[config.mk]
export PLATFORM = sky130hd
export DESIGN_NAME = picd_top
export DESIGN_NICKNAME = d
export VERILOG_FILES = /design/src/picd_pkg.sv /design/src/picd_top.sv /design/src/picd_sampler.sv
export VERILOG_INCLUDE_DIRS = /design/src
export SDC_FILE = /design/constraint.sdc
export NUM_CORES = 1
export LEC_CHECK = 0
export ABC_AREA = 1
export ABC_CLOCK_PERIOD_IN_PS = 1000
export BUFFER_PORTS_ARGS = -buffer_cell sky130_fd_sc_hd__buf_2
export CORE_UTILIZATION = 45
export CTS_CLUSTER_SIZE = 30
export DETAILED_ROUTE_END_ITERATION = 12
export PLACE_DENSITY_LB_ADDON = 0.3
export SLEW_MARGIN = 40
export SYNTH_ARGS = -nofsm -noshare
export SYNTH_HDL_FRONTEND = slang
export SYNTH_SLANG_ARGS = --single-unit
[constraint.sdc]
create_clock -name clk -period 1 [get_ports clk]
set_input_delay 0.1 -clock clk [delete_from_list [all_inputs] [get_ports clk]]
set_output_delay 0.1 -clock clk [all_outputs]
set_load 0.02 [all_outputs]
[src/picd_consts.svh]
// Constants for the pin input change detect block
// Assumes inclusion by bare name from design files
`ifndef PICD_CONSTS_SVH
`define PICD_CONSTS_SVH
`define PICD_ADDR_W 12
`define PICD_DATA_W 16
`define PICD_PIN_N 10
`define PICD_OFF_LEVELS 12'h074A
`define PICD_OFF_FLAGS 12'h074C
`define PICD_OFF_IRQ_EN 12'h074E
`define PICD_RST_FLAGS 10'h000
`define PICD_RST_IRQ_EN 10'h000
`define PICD_NETREF_ONE_BIT 8
`define PICD_NETREF_TWO_BIT 9
`endif

[src/picd_pkg.sv]
// Types for the pin input change detect block
// Assumes picd_consts.svh is on the include path
`include "picd_consts.svh"
package picd_pkg;
    typedef logic [`PICD_PIN_N-1:0] picd_pins_t;
    typedef logic [`PICD_DATA_W-1:0] picd_word_t;
endpackage

[src/picd_top.sv]
// Pin input change detect: register file and interrupt
// Assumes a simple synchronous host port, one access per strobe
`timescale 1ns/1ps
`include "picd_consts.svh"
module picd_top
(
    // Clock and reset
    input wire logic clk,
    input wire logic rst_n,
    // Pins
    input wire logic [7:0] gp_pins,
    input wire logic network_reference_pin_one,
    input wire logic network_reference_pin_two,
    // Host port
    input wire logic [`PICD_ADDR_W-1:0] host_addr,
    input wire logic host_rd,
    input wire logic host_wr,
    input wire picd_pkg::picd_word_t host_wdata,
    output picd_pkg::picd_word_t host_rdata,
    // Interrupt
    output logic pin_change_irq
);
    picd_pkg::picd_pins_t pins;
    picd_pkg::picd_pins_t level;
    picd_pkg::picd_pins_t changed;
    picd_pkg::picd_pins_t flags_reg;
    picd_pkg::picd_pins_t flags_next;
    picd_pkg::picd_pins_t irq_en_reg;
    picd_pkg::picd_word_t rdata_next;

    function automatic picd_pkg::picd_word_t widen(picd_pkg::picd_pins_t v);
        widen = {6'h00, v};
    endfunction

    assign pins = {network_reference_pin_two, network_reference_pin_one,
                   gp_pins};

    picd_sampler u_sampler
    (
        .clk(clk),
        .rst_n(rst_n),
        .pins(pins),
        .level(level),
        .changed(changed)
    );

    // ****************************************
    // Change flags
    // ****************************************
    // A change in the read cycle survives the clear
    always_comb
    begin
        flags_next = flags_reg;
        if (host_rd && host_addr == `PICD_OFF_FLAGS)
            flags_next = '0;
        flags_next = flags_next | changed;
    end
    always_ff @(posedge clk)
    begin
        if (!rst_n)
            flags_reg <= `PICD_RST_FLAGS;
        else
            flags_reg <= flags_next;
    end

    // ****************************************
    // Enables
    // ****************************************
    always_ff @(posedge clk)
    begin
        if (!rst_n)
            irq_en_reg <= `PICD_RST_IRQ_EN;
        else if (host_wr && host_addr == `PICD_OFF_IRQ_EN)
            irq_en_reg <= host_wdata[`PICD_PIN_N-1:0];
    end

    // ****************************************
    // Read data and interrupt
    // ****************************************
    always_comb
    begin
        rdata_next = host_rdata;
        if (host_rd)
        begin
            unique case (host_addr)
                `PICD_OFF_LEVELS: rdata_next = widen(level);
                `PICD_OFF_FLAGS: rdata_next = widen(flags_reg);
                `PICD_OFF_IRQ_EN: rdata_next = widen(irq_en_reg);
                default: rdata_next = 16'h0000;
            endcase
        end
    end
    always_ff @(posedge clk)
    begin
        if (!rst_n)
            host_rdata <= 16'h0000;
        else
            host_rdata <= rdata_next;
    end
    always_ff @(posedge clk)
    begin
        if (!rst_n)
            pin_change_irq <= 1'b0;
        else
            pin_change_irq <= |(flags_next & irq_en_reg);
    end
endmodule // picd_top

[src/picd_sampler.sv]
// Pin sampler and change detector
// Assumes pins are synchronous to clk
`timescale 1ns/1ps
`include "picd_consts.svh"
module picd_sampler
(
    // Clock and reset
    input wire logic clk,
    input wire logic rst_n,
    // Pins
    input wire picd_pkg::picd_pins_t pins,
    // Results
    output picd_pkg::picd_pins_t level,
    output picd_pkg::picd_pins_t changed
);
    // ****************************************
    // Sampling
    // ****************************************
    // Reset clears level; primed_reg masks changed until level holds the pins, so reset release flags nothing
    logic primed_reg;
    always_ff @(posedge clk)
    begin
        if (!rst_n)
            level <= '0;
        else
            level <= pins;
    end
    always_ff @(posedge clk)
    begin
        if (!rst_n)
            primed_reg <= 1'b0;
        else
            primed_reg <= 1'b1;
    end
    assign changed = primed_reg ? (pins ^ level) : '0;
endmodule // picd_sampler

# Word-level counts from Yosys, hierarchy flattened

Cells that the tools add are included.

Add/sub/neg operators: 0
Multipliers: 0
Div/mod/pow operators: 0
Magnitude comparators: 0
Eq/ne operators: 3
Shift operators: 0
Mux-type cells: 4
Bitwise operators: 3
Reduce and logical (&&, ||, !) cells: 3

Operators with widths:

| operator                                                          | count |
|---|---|
| 12-bit by 11-bit == test with 1-bit output, second input constant | 3 |
| 10-bit case mux with 3 select lines                               | 1 |
| 10-bit 2-to-1 mux                                                 | 2 |
| 10-bit AND                                                        | 1 |
| 10-bit OR                                                         | 1 |
| 10-bit OR reduction                                               | 1 |
| 10-bit bitwise XOR                                                | 1 |
| 1-bit logical AND                                                 | 2 |
| 1-bit 2-to-1 mux                                                  | 1 |

Register bits after elaboration: 48
Latch bits: 0
Bits in writable memories: 0
ROM bits: 0
Input port bits: 42
Output and inout bits: 17
Word-level logic and storage cells: 19
Memories kept: 0

# Depth between registers and ports, before layout

Gate-level depths: netlist of run 1.

Depth after elaboration: 6
Gate-level depth with buffers: 13
Mapped depth without buffers: 13

# Cells and area by module

A second synthesis of run 1 with hierarchy kept.

Cell total of the unflattened synthesis: 302
Area, all modules: 1,979.4 µm²

Modules (own cells, without submodules):

| module       | times used | cells an instance | area each (µm²) | sequential area each (µm²) |
|---|---|---|---|---|
| picd_top     | 1          | 229               | 1,490.2         | 620.6 |
| picd_sampler | 1          | 73                | 489.2           | 220.2 |

# Worst setup path after synthesis of run 1

OpenSTA, ideal clock, no wires.

Path type: input-to-reg
Start point: input host_addr[10]
End point: register pin_change_irq
Library setup time: 0.110 ns
Data arrival time: 0.977 ns
Data required time: 0.890 ns
Path slack: -0.087 ns
Cell stages on the path: 11
Path buffers: 0
Path through: inv_1 nor3_4 nand3_4 nand2_1 nand2_1 nand2_1 nand2_1 nor2_1 nand3_1 nand2_1 inv_1

Cells in the longest elaborated chain, start to end: 6

RTL lines:

| element                                    | line            | RTL |
|---|---|---|
| start: declaration                         | picd_top.sv:15  | `` input wire logic [`PICD_ADDR_W-1:0] host_addr, `` |
| 12-bit by 11-bit == test with 1-bit output | --              |  |
| 1-bit logical AND (no line)                | --              |  |
| 10-bit 2-to-1 mux                          | picd_top.sv:54  | `` if (host_rd && host_addr == `PICD_OFF_FLAGS) `` |
| 10-bit OR                                  | picd_top.sv:56  | `flags_next = flags_next \| changed;` |
| 10-bit AND                                 | picd_top.sv:105 | `pin_change_irq <= \|(flags_next & irq_en_reg);` |
| 10-bit OR reduction                        | picd_top.sv:105 |  |
| end signal: assignment                     | picd_top.sv:105 |  |
| end: declaration                           | picd_top.sv:21  | `output logic pin_change_irq` |

Every way passes these cells.
A chain may end at the register's enable or synchronous reset.

# Final worst setup path of run 1

Start point: register u_sampler.level[3]
End point: register pin_change_irq

Cells in the longest elaborated chain, start to end: 5

RTL lines:

| element                  | line               | RTL |
|---|---|---|
| start: declaration       | picd_sampler.sv:13 | `output picd_pkg::picd_pins_t level,` |
| start signal: assignment | picd_sampler.sv:26 | `level <= pins;` |
| 10-bit bitwise XOR       | picd_sampler.sv:35 | `assign changed = primed_reg ? (pins ^ level) : '0;` |
| 10-bit 2-to-1 mux        | picd_sampler.sv:35 |  |
| 10-bit OR                | picd_top.sv:56     |  |
| 10-bit AND               | picd_top.sv:105    |  |
| 10-bit OR reduction      | picd_top.sv:105    |  |

Every way passes these cells.

==> results of run 1 <==
-- path summary, 6_finish.rpt --
check / end / slack (ns)
setup reg to reg: pin_change_irq / -0.1
setup / recovery: pin_change_irq / -0.1
hold / removal: u_sampler.level[8] / 0.0009
hold reg to reg: host_rdata[1] / 0.46
-- through the flow --
step           util [%]  hold WS, ns  TNS, ns  power [uW]
2_1_floorplan         -        0.128  -0.0942        2000
3_3_place_gp       58.2        0.305    -5.49        2160
3_5_place_dp       58.2        0.310    -6.19        2160
4_1_cts            61.1     0.000197   -0.107        3190
5_1_grt            68.8      0.00457   -0.937        3380
6_report           68.8     0.000875   -0.156        3240
-- final cells by class --
class / count / area [um^2] / share of cell area, %
clock buffer: 7 / 76.3 / 2.76
inverter: 21 / 88.8 / 3.21
multi-input combinational: 204 / 1180 / 42.6
sequential: 42 / 845 / 30.5
tap: 50 / 62.6 / 2.26
timing repair buffer: 76 / 517 / 18.7
-- timing repair --
item / 4_1_cts / 5_1_grt
gates resized for setup: 2 / 80
gates cloned: 0 / 3
hold endpoints to repair: 4 / 0
setup buffers: 0 / 3
setup endpoints to repair: 1 / 21
hold buffers: 4 / 0
pin swaps: 5 / 33
-- power by group through the flow --
stage / sequential (uW) / combinational (uW) / clock [uW]
2_1_floorplan: 1790 / 209 / 0
3_3_place_gp: 1800 / 356 / 0
3_5_place_dp: 1800 / 364 / 0
4_1_cts: 1760 / 377 / 1050
5_1_grt: 1770 / 485 / 1120
6_report: 1770 / 441 / 1030
-- layout by cell type, fill, tap and decap left out, drive strengths merged --
cell and n:
xor2 10, and2 1, nand2 110, nand3 13, dfxtp 42, nor2 17, dlygate4sd3 4, buf 72
inv 20, clkbuf 7, and3 4, nor4 1, a21oi 20, clkinv 1, nor3 22, conb 6
-- worst min-delay path, cell delays in order --
cell and delay (ns):
buf_2 0.09, nand2_1 0.04, inv_1 0.04
-- logic make-up (layout without fill, tap and decap cells) --
family                    after synthesis  after routing  synth area share [%]
and+or+nand+nor                       166            168                  36.9
DFF                                    42             42                  43.9
xor gates and xnor gates               10             10                  4.57
other                                   1              6                 0.196
AOI/OAI and AO/OA                      20             20                  5.23
buffers and inverters                  38            104                  9.22
-- layer usage --
layer | wire length [um] | global-route usage, %
met5 | 0 | 0
met4 | 98 | 6.38
met3 | 229 | 6.59
met2 | 2280 | 34.9
met1 | 2100 | 24.8
==> flow_summary.yaml, run 1 <==
timing:
  max_freq_mhz: 910
  post-route-min-period_ns: 1.10
  setup_viol: 6
  fin_crit_sh_pct: 110
  hold_viol: 0
  maxSlewViolCount: 0
  fin_ws_ns: -0.0983
  skew_ns: 0.00699
  rsz0062_at_grt: "true"
pwr:
  power_frac_comb_pct: 13.6
  seq_power_share_pct: 54.6
  leakage_uw: 0.00139
  cellPowerDensity_nw_per_um2: 1170
  vdd_drop_max_mv: 0.783
  intPower_uw: 2410
  switching_share_pct: 25.5
  power_frac_clock_pct: 31.8
  power_switching_uw: 824
drt:
  wl_per_cell_um: 11.8
  dr.pass1.iters: 4
  routed_wirelength_um: 4700
  drt-initial-drc-count: 87
  route.vias.total: 1913
  ant_nets: 0
  drc: 0
  avgViaCountPerCell: 4.78
worst_setup_path:
  crit_buf_inv: 1
  cp.required_ns: 1.21
  path_depth: 9
  critPathArrivalTime_ns: 1.31
  crit_slowest_cell: "dfxtp_1"
  rr_worst_depth: 9
  end_kind: "flip-flop"
  critPathTopFamily: "simple AND/OR/NAND/NOR gates"
  cpPeakStageDelay_ns: 0.32
  crit_start: "u_sampler.level[3]"
  worstPathMaxFanout: 2
  worstReg2RegStart: "u_sampler.level[3]"
  crit_top_cell: "nand2_1"
  critPathKind: "flip-flop to flip-flop"
  startpoint_type: "flip-flop"
  crit_chain: "xor2_1 -> nand2_2 -> nand2_1 -> nand2_1 -> nand2_1 -> nor2_2 -> nand3_1 -> nand2_1 -> inv_1"
cells_and_area:
  area_growth_pct: 44.7
  n_fill_cell: 333
  final_area_um2: 2770
  nets: 392
  antenna_cells: 0
  final_cells: 400
  drive_above_1_share_pct: 40.9
place:
  dpl.hpwl_um: 3090
  numPortBuffers: 46
  pre_cts_slack_ns: -0.377
  postPlaceCellArea_um2: 2340
  place_inst: 385
  gp_congestion: 0.816
synth:
  synthesis.area_um2: 1910
  synth.area.top_cells: "dfxtp_1 (44%), nand2_1 (22%), nor3_1 (5.5%), a21oi_1 (5.2%), xor2_1 (4.6%)"
  synthMostInstantiatedCell: "nand2_1"
  synth-seq-area-share_pct: 43.9
  synth_top_cell_by_area: "dfxtp_1"
  syn_inst: 277
  ys_top_cells_by_count: "nand2_1 (110), dfxtp_1 (42), nor3_1 (21)"
  yosys_warnings: 0
  synth.ff_latch_count: 42
  async_flop_share_pct: 0
  yosysUniqueCellTypes: 18
  synthFlopType: "dfxtp_1"
  syn_avg_cell_area_um2: 6.91
  synth-edff-count: 0
  synth_top_area_share_pct: 43.9
global_routing:
  gr-total-overflow: 0
  grt_pass1_wl_um: 6890
  grt_pass1_vias: 1649
  antenna_found_initial: 0
  grt_max_degree: 21
  grt_use_total_pct: 20.7
clocking:
  htreeDepth: 2
  tritoncts: "yes"
  cts_buffer_depth: 2
  cts_buffers: 5
  clock_latency_ns: 0.30
  cts_root_buf: "clkbuf_8"
  cts.sinks: 42
  cts.reportedPaths.clkPinSlew_ns: 0.08
die:
  pin_count: 59
  core_area_um2: 4030
  die-area_um2: 4520
  fp.dieW_um: 67.2
  initial_core_util_pct: 47.5
  die_height_um: 67.2
  rows: 23
worst_hold_path:
  min_path_cells: 3
  worst_hold_startpoint: "network_reference_pin_one"
  min_path_type: "primary input to flip-flop"
status:
  failed_checks: "negative setup slack"
  status: "finished with violations"
job:
  max_cap_violations: 0
No activity file was read; power rests on OpenSTA's default activity.
==> run 2, diff against run 1 <==
--- a/config.mk
+++ b/config.mk
@@ -7,9 +7,10 @@
 export NUM_CORES = 1
 export LEC_CHECK = 0
 export ABC_AREA = 1
-export ABC_CLOCK_PERIOD_IN_PS = 1000
+export ABC_CLOCK_PERIOD_IN_PS = 1300
 export BUFFER_PORTS_ARGS = -buffer_cell sky130_fd_sc_hd__buf_2
-export CORE_UTILIZATION = 45
+export CORE_ASPECT_RATIO = 0.6
+export CORE_UTILIZATION = 54
 export CTS_CLUSTER_SIZE = 30
 export DETAILED_ROUTE_END_ITERATION = 12
 export PLACE_DENSITY_LB_ADDON = 0.3
==> constraint.sdc (replaced) <==
create_clock -name clk -period 1.3 [get_ports clk]
set_input_delay 0.13 -clock clk [delete_from_list [all_inputs] [get_ports clk]]
set_output_delay 0.13 -clock clk [all_outputs]
set_load 0.02 [all_outputs]
==> run 2 against run 1 <==
Net effect:
- the flow now finishes without violations
- design area decreased by 15%
- worst hold slack improved by 0.042 ns
- combinational power down 42%
- sequential power is 23% lower
- via count fell by 5.4%
- global-route usage rose by 2.4 points
- fmax shrank 6.2%
- utilization is 2.0 points higher
- first-iteration DRC count up 10%
- wire length decreased by 13%
- critical path type unchanged
- largest cell class unchanged
- highest routed layer unchanged
==> flow_summary.yaml, run 2 (same netlist as run 1, synthesis figures left out) <==
status:
  status: "completed"
die:
  initial_core_util_pct: 57.6
  fp.dieW_um: 78.9
  die_height_um: 48.1
  core_area_um2: 3320
  pin_count: 59
  die-area_um2: 3790
  rows: 16
timing:
  setup_viol: 0
  fin_crit_sh_pct: 90.0
  maxSlewViolCount: 0
  setup-tns-final_ns: 0
  max_freq_mhz: 854
  rsz0062_at_grt: "false"
  hold_slack_ns: 0.0425
  post-route-min-period_ns: 1.17
  skew_ns: 0.00366
  hold_viol: 0
worst_setup_path:
  rr_worst_depth: 8
  r2r_end: "pin_change_irq"
  cp.required_ns: 1.54
  crit_slowest_cell: "dfxtp_1"
  startpoint_type: "flip-flop"
  crit_top_cell: "nand2_1"
  critPathTopFamily: "flip-flops"
  critPathArrivalTime_ns: 1.41
  r2r_setup_slack_ns: 0.13
  crit_chain: "nand2_1 -> nand2_1 -> nand2_1 -> nand2_1 -> nor2_1 -> nand3_1 -> nand2_1 -> inv_1"
  worstSetupEndpoint: "pin_change_irq"
  critPathKind: "flip-flop to flip-flop"
  crit_start: "u_sampler.primed_reg"
  end_kind: "flip-flop"
  worstReg2RegStart: "u_sampler.primed_reg"
  cpPeakStageDelay_ns: 0.56
  crit_buf_inv: 1
  path_depth: 8
  worstPathMaxFanout: 10
cells_and_area:
  final_area_um2: 2350
  final_core_util_pct: 70.7
  antenna_cells: 0
  final_common_cell: "nand2_1"
  final_cell_mix: "nand2_1 (110), buf_2 (46), dfxtp_1 (42), nor3_1 (21)"
  drive_above_1_share_pct: 21.6
  nets: 375
  final_cells: 379
  area_growth_pct: 22.8
  n_fill_cell: 279
clocking:
  cts.reportedPaths.clkPinSlew_ns: 0.08
  htreeDepth: 2
  cts.sinks: 42
  post_cts_buffers: 0
  cts_buffer_depth: 2
  post_cts_resized: 0
  ctsHoldBuffers: 0
  cts_root_buf: "clkbuf_8"
  cts_buffers: 5
  tritoncts: "yes"
  clock_latency_ns: 0.29
global_routing:
  antenna_found_initial: 0
  grt_pass1_wl_um: 6510
  grt_use_total_pct: 23.1
  gr-total-overflow: 0
  grt_max_degree: 21
  grt_pass1_vias: 1508
pwr:
  vdd_drop_max_mv: 0.669
  leakage_uw: 0.00121
  cellPowerDensity_nw_per_um2: 1050
drt:
  drc: 0
  drt-initial-drc-count: 96
  avgViaCountPerCell: 4.77
  route.vias.total: 1809
  dr.pass1.iters: 4
  routed_wirelength_um: 4110
  wl_per_cell_um: 10.8
  ant_nets: 0
place:
  postPlaceCellArea_um2: 2260
  dpl.hpwl_um: 3140
  place_inst: 371
  gp_congestion: 0.788
  numPortBuffers: 46
job:
  max_cap_violations: 0
worst_hold_path:
  min_path_type: "primary input to flip-flop"
-- run 2: final cells by class --
| class | count | area (um^2) | area share [%] |
|---|---|---|---|
| Multi-Input combinational cell | 202 | 916 | 39.0 |
| Sequential cell | 42 | 841 | 35.8 |
| Tap cell | 45 | 56.3 | 2.39 |
| Clock inverter | 1 | 5.00 | 0.213 |
| Timing Repair Buffer | 61 | 368 | 15.6 |
| Clock buffer | 7 | 86.3 | 3.67 |
| Inverter | 21 | 78.8 | 3.35 |
-- run 2: report_power, final --
part           total, uW  leakage, uW  internal [uW]  switching (uW)
Combinational        255     0.000822            110             146
Sequential          1360     0.000344           1330            29.4
Clock                852    0.0000482            428             424
Total               2470      0.00121           1870             599
-- run 2: stage by stage --
step / setup WS [ns] / power [uW]
floorplan: 0.183 / 1540
global placement: -0.0815 / 1630
detailed placement: -0.118 / 1640
CTS: 0.134 / 2490
global route: 0.00525 / 2580
finish: 0.130 / 2470
-- run 2: metal layers --
| metal | part of all wire [%] | GRT usage, % | up-vias |
|---|---|---|---|
| met5 | 0 | 0 | - |
| met4 | 0.34 | 5.45 | 0 |
| met3 | 5.4 | 6.17 | 3 |
| met2 | 46 | 41.9 | 41 |
| met1 | 48 | 28.7 | 803 |
| li1 | - | - | 962 |
-- run 2: how the worst min path moves through the flow --
| stage | startpoint | end | slack, ns | cells after the start |
|---|---|---|---|---|
| global route | gp_pins[6] | u_sampler.level[6] | 0.04 | 3 |
| CTS | gp_pins[5] | u_sampler.level[5] | 0.04 | 3 |
| finish | gp_pins[5] | u_sampler.level[5] | 0.04 | 3 |
| global placement | gp_pins[6] | u_sampler.level[6] | 0.33 | 3 |
| detailed placement | gp_pins[5] | u_sampler.level[5] | 0.34 | 3 |
| floorplan | rst_n | u_sampler.primed_reg | 0.16 | 0 |
-- run 2: tightest hold or removal path, delay by kind of cell --
family	cells	cell delay (ns)
buffers and inverters	2	0.13
and+or+nand+nor	1	0.05
